<file path="src/rtl/timer2_pkg.sv">
// Constants shared by the timer 2 / baud clock block and its helpers.
// Assumes an 8-bit special function register port on the oscillator clock.
//
// Summary of operation
// - Two outputs invert their level on each overflow of timer 0 and timer 1.
// - A per-timer select bit drives its pin from port latch or toggle.
// - Timer 2 is 16 bits and times ticks or counts external falling edges.
// - Outside baud generation, every timer 2 overflow or underflow sets the overflow flag.
// - Capture mode without external enable is a plain 16-bit timer.
// - Capture mode with enable: pin falling edge copies count, sets external flag.
// - The external flag raises the timer 2 interrupt like the overflow flag.
// - Auto-reload loads the count from the reload pair on overflow.
// - Up-only auto-reload with enable: pin falling edge reloads, sets external flag.
// - With down-count enabled the pin level picks direction: high up, low down.
// - Counting up, overflow after FFFFH sets the flag and reloads.
// - Counting down, each count compares the timer with the reload pair.
// - UART modes 0 and 2 use fixed division; modes 1 and 3 timer overflows.
// - Bit clock is sixteen times baud: fixed osc/16 in mode 0, osc/32 mode 2.
// - Shared prescaler code: 00 osc/4, 01 osc/16, 10 osc/64, 11 reserved.
// - Timer 2 counting up reloads from the reload pair on overflow for baud generation.
// - Bits 5 and 4 of control and mode registers route timer 2 to UARTs.
// - As baud generator timer 2 increments at the prescaled tick.
// - A UART not routed to timer 2 keeps timer 1 or its fixed clock.

package timer2_pkg;

   localparam logic [10:0] TIMER_EXTENDED_STATUS_ADDR   = 11'h411;
   localparam logic [10:0] TIMER2_CONTROL_ADDR          = 11'h418;
   localparam logic [10:0] TIMER2_MODE_CONTROL_ADDR     = 11'h419;
   localparam logic [10:0] SYSTEM_CONFIG_PRESCALER_ADDR = 11'h440;
   localparam logic [10:0] TIMER_LOW_BYTE_ADDR          = 11'h458;
   localparam logic [10:0] TIMER_HIGH_BYTE_ADDR         = 11'h459;
   localparam logic [10:0] RELOAD_LOW_BYTE_ADDR         = 11'h45A;
   localparam logic [10:0] RELOAD_HIGH_BYTE_ADDR        = 11'h45B;

   // Control register fields
   localparam int OVF_FLAG_BIT    = 7;
   localparam int EXT_FLAG_BIT    = 6;
   localparam int UART_A_RX_BIT   = 5;
   localparam int UART_A_TX_BIT   = 4;
   localparam int EXT_EN_BIT      = 3;
   localparam int RUN_BIT         = 2;
   localparam int CT_SEL_BIT      = 1;
   localparam int CAP_RL_BIT      = 0;
   // Mode register fields
   localparam int UART_B_RX_BIT   = 5;
   localparam int UART_B_TX_BIT   = 4;
   localparam int CLK_OUT_BIT     = 1;
   localparam int DOWN_EN_BIT     = 0;
   // Prescaler field and extended status fields
   localparam int PRESC_LOW_BIT   = 2;
   localparam int T0_OUT_SEL_BIT  = 0;
   localparam int T1_OUT_SEL_BIT  = 2;

   // Implemented bits; the rest read as zero
   localparam logic [7:0] MODE_MASK   = 8'h33;
   localparam logic [7:0] PRESC_MASK  = 8'h0C;
   localparam logic [7:0] STATUS_MASK = 8'h05;

   localparam logic [7:0]  REG_RESET   = 8'h00;
   localparam logic [15:0] COUNT_RESET = 16'h0000;
   localparam logic [15:0] TIMER_MAX   = 16'hFFFF;

   localparam logic [1:0] PRESC_DIV4  = 2'h0;
   localparam logic [1:0] PRESC_DIV16 = 2'h1;
   localparam logic [1:0] PRESC_DIV64 = 2'h2;

   localparam int         PRESC_CNT_W = 6;
   localparam logic [5:0] DIV4_LAST   = 6'h03;
   localparam logic [5:0] DIV16_LAST  = 6'h0F;
   localparam logic [5:0] DIV32_LAST  = 6'h1F;
   localparam logic [5:0] DIV64_LAST  = 6'h3F;

   localparam logic [1:0] UART_MODE0 = 2'h0;
   localparam logic [1:0] UART_MODE2 = 2'h2;

endpackage

</file>
<file path="src/rtl/timer_tick_if.sv">
// Carries the shared prescaler code and the divided tick pulses.
// Assumes one clock; the pulses last one cycle.
`timescale 1ns/1ps
`default_nettype none

interface timer_tick_if;
   logic [1:0] presc_sel;
   logic       tick;
   logic       fix16;
   logic       fix32;

   modport src (input presc_sel, output tick, output fix16, output fix32);
   modport dst (output presc_sel, input tick, input fix16, input fix32);
endinterface

`default_nettype wire

</file>
<file path="src/rtl/timer_prescaler.sv">
// Free-running divider of the oscillator clock: shared timer tick and
// the fixed UART bit clocks. Assumes a synchronous active-high reset.
`timescale 1ns/1ps
`default_nettype none

module timer_prescaler
   import timer2_pkg::*;
(
   input  wire logic   i_ref_clk,
   input  wire logic   i_rst,
   timer_tick_if.src   tk
);

   logic [PRESC_CNT_W-1:0] div_q;

   always_ff @(posedge i_ref_clk) begin
      if (i_rst) begin
         div_q <= '0;
      end else begin
         div_q <= div_q + 6'h01;
      end
   end

   // Reserved code gives no tick, so timer 2 holds unless it counts count pin edges
   always_ff @(posedge i_ref_clk) begin
      if (i_rst) begin
         tk.tick <= 1'b0;
      end else begin
         unique case (tk.presc_sel)
            PRESC_DIV4:  tk.tick <= (div_q[1:0] == DIV4_LAST[1:0]);
            PRESC_DIV16: tk.tick <= (div_q[3:0] == DIV16_LAST[3:0]);
            PRESC_DIV64: tk.tick <= (div_q == DIV64_LAST);
            default:     tk.tick <= 1'b0;
         endcase
      end
   end

   always_ff @(posedge i_ref_clk) begin
      if (i_rst) begin
         tk.fix16 <= 1'b0;
         tk.fix32 <= 1'b0;
      end else begin
         tk.fix16 <= (div_q[3:0] == DIV16_LAST[3:0]);
         tk.fix32 <= (div_q[4:0] == DIV32_LAST[4:0]);
      end
   end
endmodule

`default_nettype wire

</file>
<file path="src/rtl/ovf_toggle_pin.sv">
// One overflow toggle output with its pin source select.
// Assumes the overflow pulse comes from logic on the same clock.
`timescale 1ns/1ps
`default_nettype none

module ovf_toggle_pin (
   input  wire logic i_ref_clk,
   input  wire logic i_rst,
   input  wire logic i_ovf,
   input  wire logic i_out_sel,
   input  wire logic i_latch,
   output var  logic o_pin
);

   logic toggle_q;

   always_ff @(posedge i_ref_clk) begin
      if (i_rst) begin
         toggle_q <= 1'b0;
      end else if (i_ovf) begin
         toggle_q <= ~toggle_q;
      end
   end

   // Pin lags the toggle by one clock; keeps the output a plain flop
   always_ff @(posedge i_ref_clk) begin
      if (i_rst) begin
         o_pin <= 1'b0;
      end else begin
         o_pin <= i_out_sel ? toggle_q : i_latch;
      end
   end

endmodule

`default_nettype wire

</file>
<file path="src/rtl/timer2_baud_clock_gen.sv">
// Timer 2 (capture, auto-reload up/down, baud generator), the shared
// prescaler, the timer 0/1 overflow toggle pins and UART clock selection.
// Assumes timer 0/1 overflow pulses and UART modes arrive on this clock;
// the external pins are asynchronous and are synchronised here.
`timescale 1ns/1ps
`default_nettype none

module timer2_baud_clock_gen
   import timer2_pkg::*;
(
   input  wire logic        i_ref_clk,
   input  wire logic        i_rst,
   input  wire logic [10:0] i_sfr_addr,
   input  wire logic        i_sfr_wr,
   input  wire logic        i_sfr_rd,
   input  wire logic [7:0]  i_sfr_wdata,
   output var  logic [7:0]  o_sfr_rdata,
   input  wire logic        i_ext_capture_direction_pin,
   input  wire logic        i_t2_count_pin,
   input  wire logic [1:0]  i_timer_ovf,
   input  wire logic [1:0]  i_port_latch,
   output var  logic [1:0]  o_ovf_pin,
   input  wire logic        i_t2_irq_enable,
   output var  logic        o_t2_irq,
   input  wire logic [1:0]  i_uart_a_mode,
   input  wire logic [1:0]  i_uart_b_mode,
   output var  logic [3:0]  o_uart_clk
);

   ////////////////////////////////////////////////////////////////////////////
   // Register port decode

   function automatic logic hit(input logic [10:0] addr, input logic [10:0] reg_addr);
      return addr == reg_addr;
   endfunction

   // UART clock: fixed divisions in modes 0 and 2, timer overflow otherwise
   function automatic logic uart_clk_pick(input logic [1:0] mode, input logic use_t2,
                                          input logic t1_ovf, input logic t2_ovf,
                                          input logic fix16, input logic fix32);
      if (mode == UART_MODE0) begin
         return fix16;
      end else if (mode == UART_MODE2) begin
         return fix32;
      end
      return use_t2 ? t2_ovf : t1_ovf;
   endfunction

   logic wr_ctrl;
   logic wr_mode;
   logic wr_presc;
   logic wr_status;
   logic wr_tl;
   logic wr_th;
   logic wr_rl;
   logic wr_rh;
   logic cnt_wr;

   assign wr_ctrl   = i_sfr_wr && hit(i_sfr_addr, TIMER2_CONTROL_ADDR);
   assign wr_mode   = i_sfr_wr && hit(i_sfr_addr, TIMER2_MODE_CONTROL_ADDR);
   assign wr_presc  = i_sfr_wr && hit(i_sfr_addr, SYSTEM_CONFIG_PRESCALER_ADDR);
   assign wr_status = i_sfr_wr && hit(i_sfr_addr, TIMER_EXTENDED_STATUS_ADDR);
   assign wr_tl     = i_sfr_wr && hit(i_sfr_addr, TIMER_LOW_BYTE_ADDR);
   assign wr_th     = i_sfr_wr && hit(i_sfr_addr, TIMER_HIGH_BYTE_ADDR);
   assign wr_rl     = i_sfr_wr && hit(i_sfr_addr, RELOAD_LOW_BYTE_ADDR);
   assign wr_rh     = i_sfr_wr && hit(i_sfr_addr, RELOAD_HIGH_BYTE_ADDR);
   assign cnt_wr    = wr_tl || wr_th;

   ////////////////////////////////////////////////////////////////////////////
   // Registers

   logic [7:0]  timer2_control_q;
   logic [7:0]  timer2_mode_control_q;
   logic [7:0]  system_config_prescaler_q;
   logic [7:0]  timer_extended_status_q;
   logic [15:0] cnt_q;
   logic [15:0] reload_q;
   logic        tf2_set;
   logic        external_event_flag_set;
   logic        ext_capture;

   // Hardware set is applied last so it wins over a software clear
   always_ff @(posedge i_ref_clk) begin
      if (i_rst) begin
         timer2_control_q <= REG_RESET;
      end else begin
         if (wr_ctrl) begin
            timer2_control_q <= i_sfr_wdata;
         end
         if (tf2_set) begin
            timer2_control_q[OVF_FLAG_BIT] <= 1'b1;
         end
         if (external_event_flag_set) begin
            timer2_control_q[EXT_FLAG_BIT] <= 1'b1;
         end
      end
   end

   always_ff @(posedge i_ref_clk) begin
      if (i_rst) begin
         timer2_mode_control_q     <= REG_RESET;
         system_config_prescaler_q <= REG_RESET;
         timer_extended_status_q   <= REG_RESET;
      end else begin
         if (wr_mode) begin
            timer2_mode_control_q <= i_sfr_wdata & MODE_MASK;
         end
         if (wr_presc) begin
            system_config_prescaler_q <= i_sfr_wdata & PRESC_MASK;
         end
         if (wr_status) begin
            timer_extended_status_q <= i_sfr_wdata & STATUS_MASK;
         end
      end
   end

   // Reload pair doubles as capture pair; a capture beats a software write
   always_ff @(posedge i_ref_clk) begin
      if (i_rst) begin
         reload_q <= COUNT_RESET;
      end else if (ext_capture) begin
         reload_q <= cnt_q;
      end else begin
         if (wr_rl) begin
            reload_q[7:0] <= i_sfr_wdata;
         end
         if (wr_rh) begin
            reload_q[15:8] <= i_sfr_wdata;
         end
      end
   end

   always_ff @(posedge i_ref_clk) begin
      if (i_rst) begin
         o_sfr_rdata <= 8'h00;
      end else if (i_sfr_rd) begin
         unique case (i_sfr_addr)
            TIMER2_CONTROL_ADDR:          o_sfr_rdata <= timer2_control_q;
            TIMER2_MODE_CONTROL_ADDR:     o_sfr_rdata <= timer2_mode_control_q;
            SYSTEM_CONFIG_PRESCALER_ADDR: o_sfr_rdata <= system_config_prescaler_q;
            TIMER_EXTENDED_STATUS_ADDR:   o_sfr_rdata <= timer_extended_status_q;
            TIMER_LOW_BYTE_ADDR:          o_sfr_rdata <= cnt_q[7:0];
            TIMER_HIGH_BYTE_ADDR:         o_sfr_rdata <= cnt_q[15:8];
            RELOAD_LOW_BYTE_ADDR:         o_sfr_rdata <= reload_q[7:0];
            RELOAD_HIGH_BYTE_ADDR:        o_sfr_rdata <= reload_q[15:8];
            default:                      o_sfr_rdata <= 8'h00;
         endcase
      end
   end

   ////////////////////////////////////////////////////////////////////////////
   // Pin synchronisers: bit 0 direction/capture pin, bit 1 count pin

   logic [1:0] pin_meta_q;
   logic [1:0] pin_sync_q;
   logic [1:0] pin_prev_q;

   always_ff @(posedge i_ref_clk) begin
      if (i_rst) begin
         pin_meta_q <= 2'h3;
         pin_sync_q <= 2'h3;
         pin_prev_q <= 2'h3;
      end else begin
         pin_meta_q <= {i_t2_count_pin, i_ext_capture_direction_pin};
         pin_sync_q <= pin_meta_q;
         pin_prev_q <= pin_sync_q;
      end
   end

   logic external_capture_direction_pin_fall;
   logic count_pin_fall;
   logic external_capture_direction_pin_level;

   assign external_capture_direction_pin_fall      = pin_prev_q[0] && !pin_sync_q[0];
   assign count_pin_fall = pin_prev_q[1] && !pin_sync_q[1];
   assign external_capture_direction_pin_level     = pin_sync_q[0];

   ////////////////////////////////////////////////////////////////////////////
   // Prescaler

   timer_tick_if tk ();

   assign tk.presc_sel = system_config_prescaler_q[PRESC_LOW_BIT+:2];

   timer_prescaler u_prescaler (
      .i_ref_clk (i_ref_clk),
      .i_rst     (i_rst),
      .tk        (tk.src)
   );

   ////////////////////////////////////////////////////////////////////////////
   // Timer 2 counter

   logic baud_mode;
   logic cap_mode;
   logic down;
   logic count_en;
   logic ovf_up;
   logic match_dn;
   logic ext_reload;
   logic down_en;
   logic ext_en;

   assign down_en  = timer2_mode_control_q[DOWN_EN_BIT];
   assign ext_en   = timer2_control_q[EXT_EN_BIT];
   // Any clock-select bit turns timer 2 into a baud generator
   assign baud_mode = timer2_control_q[UART_A_RX_BIT] || timer2_control_q[UART_A_TX_BIT]
                   || timer2_mode_control_q[UART_B_RX_BIT]
                   || timer2_mode_control_q[UART_B_TX_BIT];
   assign cap_mode  = timer2_control_q[CAP_RL_BIT] && !baud_mode;
   assign down      = !baud_mode && !cap_mode && down_en && !external_capture_direction_pin_level;

   always_comb begin
      count_en = 1'b0;
      if (timer2_control_q[RUN_BIT]) begin
         if (baud_mode) begin
            count_en = tk.tick;
         end else begin
            count_en = timer2_control_q[CT_SEL_BIT] ? count_pin_fall : tk.tick;
         end
      end
   end

   // Overflow at FFFFH up; in baud mode the reload makes the period 65536 minus the reload value
   assign ovf_up      = count_en && !down && (cnt_q == TIMER_MAX);
   assign match_dn    = count_en && down && (cnt_q == reload_q);
   assign ext_reload  = !baud_mode && !cap_mode && !down_en && ext_en && external_capture_direction_pin_fall;
   assign ext_capture = cap_mode && ext_en && external_capture_direction_pin_fall;
   // No overflow flag while generating baud clocks
   assign tf2_set     = (ovf_up || match_dn) && !baud_mode;
   assign external_event_flag_set    = ext_reload || ext_capture;

   // Software byte writes are applied last and override counting
   always_ff @(posedge i_ref_clk) begin
      if (i_rst) begin
         cnt_q <= COUNT_RESET;
      end else begin
         if (ovf_up && !cap_mode) begin
            cnt_q <= reload_q;
         end else if (match_dn) begin
            cnt_q <= TIMER_MAX;
         end else if (ext_reload) begin
            cnt_q <= reload_q;
         end else if (count_en) begin
            cnt_q <= down ? cnt_q - 16'h0001 : cnt_q + 16'h0001;
         end
         if (wr_tl) begin
            cnt_q[7:0] <= i_sfr_wdata;
         end
         if (wr_th) begin
            cnt_q[15:8] <= i_sfr_wdata;
         end
      end
   end

   always_ff @(posedge i_ref_clk) begin
      if (i_rst) begin
         o_t2_irq <= 1'b0;
      end else begin
         o_t2_irq <= i_t2_irq_enable
                  && (timer2_control_q[OVF_FLAG_BIT] || timer2_control_q[EXT_FLAG_BIT]);
      end
   end

   ////////////////////////////////////////////////////////////////////////////
   // UART clocks: 0 uart a rx, 1 uart a tx, 2 uart b rx, 3 uart b tx

   logic [3:0] t2_route;

   assign t2_route = {timer2_mode_control_q[UART_B_TX_BIT], timer2_mode_control_q[UART_B_RX_BIT],
                      timer2_control_q[UART_A_TX_BIT], timer2_control_q[UART_A_RX_BIT]};

   // Each direction is routed on its own, so the UARTs stay independent
   always_ff @(posedge i_ref_clk) begin
      if (i_rst) begin
         o_uart_clk <= 4'h0;
      end else begin
         for (int k = 0; k < 4; k++) begin
            o_uart_clk[k] <= uart_clk_pick((k < 2) ? i_uart_a_mode : i_uart_b_mode, t2_route[k],
                                           i_timer_ovf[1], ovf_up, tk.fix16, tk.fix32);
         end
      end
   end

   ////////////////////////////////////////////////////////////////////////////
   // Overflow toggle pins for timers 0 and 1

   logic [1:0] pin_sel;

   assign pin_sel = {timer_extended_status_q[T1_OUT_SEL_BIT], timer_extended_status_q[T0_OUT_SEL_BIT]};

   for (genvar g = 0; g < 2; g++) begin : g_toggle
      ovf_toggle_pin u_toggle (
         .i_ref_clk (i_ref_clk),
         .i_rst     (i_rst),
         .i_ovf     (i_timer_ovf[g]),
         .i_out_sel (pin_sel[g]),
         .i_latch   (i_port_latch[g]),
         .o_pin     (o_ovf_pin[g])
      );
   end
endmodule

`default_nettype wire

</file>
<file path="config.mk">
export PLATFORM = sky130hd
export DESIGN_NAME = timer2_baud_clock_gen
export DESIGN_NICKNAME = d
export VERILOG_FILES = /design/src/rtl/timer2_pkg.sv /design/src/rtl/timer_tick_if.sv /design/src/rtl/timer_prescaler.sv /design/src/rtl/ovf_toggle_pin.sv /design/src/rtl/timer2_baud_clock_gen.sv
export SDC_FILE = /design/constraint.sdc
export NUM_CORES = 1
export LEC_CHECK = 0
export CELL_PAD_IN_SITES_DETAIL_PLACEMENT = 0
export CELL_PAD_IN_SITES_GLOBAL_PLACEMENT = 1
export CORE_MARGIN = 8
export CORE_UTILIZATION = 50
export CTS_BUF_LIST = sky130_fd_sc_hd__clkbuf_4 sky130_fd_sc_hd__clkbuf_8
export DETAILED_ROUTE_END_ITERATION = 12
export DONT_BUFFER_PORTS = 1
export GPL_ROUTABILITY_DRIVEN = 0
export PLACE_DENSITY = 0.87
export SLEW_MARGIN = 20
export SYNTH_ARGS = -nofsm -noshare
export SYNTH_HDL_FRONTEND = slang
export SYNTH_SLANG_ARGS = --single-unit
</file>
<file path="constraint.sdc">
create_clock -name i_ref_clk -period 4.2 [get_ports i_ref_clk]
set_clock_uncertainty 0.1 [all_clocks]
set_input_delay 1.26 -clock i_ref_clk [delete_from_list [all_inputs] [get_ports i_ref_clk]]
set_output_delay 1.26 -clock i_ref_clk [all_outputs]
set_load 0.1 [all_outputs]
</file>
==> impl_metrics.env <==
export IMPL_cts_resized=0
export IMPL_yosys_area_share_xor_xnor_pct=6.136
export IMPL_crit_fanout=12
export IMPL_synth_top_area_share_pct=33.00
export IMPL_dp_hpwl_um=10170
export IMPL_p_per_area_nw_per_um2=271.2
export IMPL_cts_clk_slew_worst_paths_ps=90
export IMPL_ys_ff_latch=80
export IMPL_synth_top_cell_by_area="dfxtp_1"
export IMPL_port_buffers=0
export IMPL_grt_max_degree=74
export IMPL_crit_required_ps=4370
export IMPL_antenna_found_initial=0
export IMPL_internal_power_mw=1.018
export IMPL_peakVddDrop_uv=206.3
export IMPL_finalNetCount=623
export IMPL_yosysWarnings=0
export IMPL_setup_tns_final_ps=0
export IMPL_critPathKind="flip-flop to flip-flop"
export IMPL_max_cap_violations=0
export IMPL_drive_above_1_share_pct=10.23
export IMPL_fin_cells=710
export IMPL_slew_headroom_pct=34.69
export IMPL_drtIter0Drc=464
export IMPL_drcViolationCount=0
export IMPL_initial_utilization_pct=50.59
export IMPL_synth_mux_area_share_pct=7.115
export IMPL_p_clk_share_pct=40.8
export IMPL_n_fill_cell=896
export IMPL_grt_overflow=0
export IMPL_startpoint_type="flip-flop"
export IMPL_status="finished, final reports clean"
export IMPL_sw_frac_of_total_pct=26.98
export IMPL_core_um2=9594
export IMPL_die_w_um=114.5
export IMPL_htreeDepth=3
export IMPL_clk_insertion_delay_late_ps=370
export IMPL_fmax_ghz=0.2551
export IMPL_clk_path_buf_depth=2
export IMPL_setup_viol=0
export IMPL_wl_um=14000
export IMPL_post_synth_fa_ha_maj_area_fraction_pct=4.537
export IMPL_endpoint_kind="flip-flop"
export IMPL_die_area_um2=13120
export IMPL_placed_cell_area_um2=4940
export IMPL_synth_fp_nets=635
export IMPL_rows=36
export IMPL_grt_pass1_vias=4192
export IMPL_slew_viol_final=0
export IMPL_ctsHoldBuffers=0
export IMPL_postLayoutCellArea_um2=5140
export IMPL_timing_reg2reg_setup_slack_ps=280
export IMPL_syn_area_um2=4853
export IMPL_seq_area_frac_synth_pct=33.00
export IMPL_tightestPinTransition_ps=978.4
export IMPL_dr_pass1_iters=5
export IMPL_routedWlPerCell_um=19.72
export IMPL_synth_simple_gate_area_share_pct=24.18
export IMPL_num_vias=4464
export IMPL_min_period_ps=3920
export IMPL_ant_nets=0
export IMPL_die_y_um=114.5
export IMPL_post_cts_buffers=0
export IMPL_rsz0062_at_grt="false"
export IMPL_grt_first_pass_wirelength_um=22130
export IMPL_hold_viol=0
export IMPL_ys_flop_type="dfxtp_1"
export IMPL_p_switching_mw=0.3760
export IMPL_avgSynthCellArea_um2=8.311
export IMPL_hp_class="flip-flop to flip-flop"
export IMPL_synthCells=584
export IMPL_synthToLayoutAreaGrowth_pct=5.904
export IMPL_period_share_pct=93.33
export IMPL_dp_cells=694
export IMPL_yosys_top_cells_area="dfxtp_1 33%, mux2i_1 6.2%, nor2_1 5.6%, nand2_1 4.2%, ha_1 4.1%"
export IMPL_async_flop_share_pct=0
export IMPL_seqPwrFrac_pct=57.1
export IMPL_p_comb_share_pct=2.0
export IMPL_synth_top_family_by_area="simple AND/OR/NAND/NOR gates"
export IMPL_synth_cell_types=69
export IMPL_synth_edf_count=0
export IMPL_p_leak_nw=1.895
export IMPL_cts_buffers=9
export IMPL_grt_total_usage_pct=21.48
export IMPL_n_antenna_cell=0
export IMPL_layout_area_seq_um2=1602
export IMPL_cts_tree="built"
export IMPL_utilization_pct=53.57
export IMPL_cts_sinks=80
export IMPL_multi_input_area_um2=3098
export IMPL_cts_root_buf="clkbuf_8"
export IMPL_io_pins=49
export IMPL_synth_compound_area_share_pct=21.68
export IMPL_arrival_ps=4090
export IMPL_drt_vias_per_instance=6.287
==> synthesized netlist by cell type, drive strengths merged (6+ instances only) <==
master and instances:
xnor2 18, buf 13, dfxtp 80, nor2b 7
or2 6, nand2b 10, nor4 6, nand2 54
a311oi 11, nor2 74, nand3 17, clkbuf 19
and3 6, a211oi 13, nand4 8, nor3 24
and2 7, o21ai 42, a21oi 37, ha 16
a2111oi 11, mux2i 30, xor2 16
==> cells by family (layout without fill, tap and decap cells) <==
logic type	count (synthesis)	after routing
adder cells (fa/ha/maj)	17	17
AO/OA/AOI/OAI	148	148
buffers and inverters	36	29
flip-flops	80	80
AND/OR/NAND/NOR	236	236
multiplexers	33	33
XOR/XNOR	34	34
==> metrics by stage <==
step | setup WS [ps] | hold WS [ps] | power (mW)
5_1_grt | 50.16 | 330.6 | 1.435
2_1_floorplan | 436.2 | 289.5 | 0.8538
3_3_place_gp | 383.3 | 292.1 | 0.8416
3_5_place_dp | 249.6 | 293.3 | 0.8425
6_report | 280.3 | 313.9 | 1.394
4_1_cts | 224.7 | 317.0 | 1.404
==> path summary, 6_finish.rpt <==
| kind | from | cells past startpoint | to |
|---|---|---|---|
| hold / removal | pin_meta_q[1] | 1 | pin_sync_q[1] |
| setup / recovery | timer2_mode_control_q[4] | 12 | cnt_q[14] |
| setup reg to reg | timer2_mode_control_q[4] | 12 | cnt_q[14] |
| hold reg to reg | pin_meta_q[1] | 1 | pin_sync_q[1] |
==> sequential cells by signal, indices dropped and copies added (netlist names) <==
name	count
pin_sync_q	2
u_prescaler.tk.tick	1
timer2_mode_control_q	4
system_config_prescaler_q	2
reload_q	16
o_uart_clk	4
u_prescaler.tk.fix16	1
timer_extended_status_q	2
g_toggle.u_toggle.o_pin	2
u_prescaler.div_q	6
o_t2_irq	1
g_toggle.u_toggle.toggle_q	2
timer2_control_q	8
o_sfr_rdata	8
pin_meta_q	2
pin_prev_q	2
u_prescaler.tk.fix32	1
cnt_q	16
==> power by group through the flow <==
stage / clock, mW / sequential, mW / combinational [mW]
6_report: 0.569 / 0.796 / 0.0283
5_1_grt: 0.606 / 0.798 / 0.0313
4_1_cts: 0.579 / 0.796 / 0.0287
3_5_place_dp: 0 / 0.814 / 0.0285
3_3_place_gp: 0 / 0.813 / 0.0281
2_1_floorplan: 0 / 0.805 / 0.0492
==> area by class of cell <==
class	instances	share of cell area [%]
clock buffers	9	2.410
flip-flops and latches	80	31.16
repair buffers	9	1.315
clock inverters	7	1.315
inverters	4	0.2921
multi-input cells	468	60.27
well taps	133	3.238
==> critical path, stage by stage, from the launching register on <==
cell	delay, ps
dfxtp_1	370
or4_4	550
or4b_4	540
inv_1	190
buf_4	230
ha_1	300
o21ai_0	160
o21ai_0	150
and2_1	190
a311oi_1	470
o31ai_1	150
xor2_1	160
o221a_2	250
==> placed cells by master (no fill, tap or decap), types with 9 or more instances in the layout <==
| master | netlist | layout |
|---|---|---|
| nor2_1 | 72 | 72 |
| xor2_1 | 16 | 16 |
| nor3_1 | 24 | 24 |
| clkbuf_8 | 0 | 9 |
| nand3_1 | 16 | 16 |
| nand2_1 | 54 | 53 |
| a311oi_1 | 11 | 11 |
| buf_4 | 2 | 9 |
| ha_1 | 16 | 16 |
| a2111oi_2 | 10 | 10 |
| nand2b_1 | 10 | 10 |
| xnor2_1 | 18 | 18 |
| a211oi_1 | 13 | 13 |
| a21oi_1 | 37 | 37 |
| dfxtp_1 | 80 | 80 |
| o21ai_0 | 40 | 40 |
| mux2i_1 | 30 | 30 |
==> routing by layer <==
layer	routed length [µm]	up-vias	track usage [%]	share of wire (%)
met1	5715	2103	26.87	41
met4	449	0	9.139	3.2
met5	0	-	0	0
met3	1343	43	4.483	9.6
li1	-	2115	-	-
met2	6493	203	34.89	46
(Power assumes the default switching activity.)
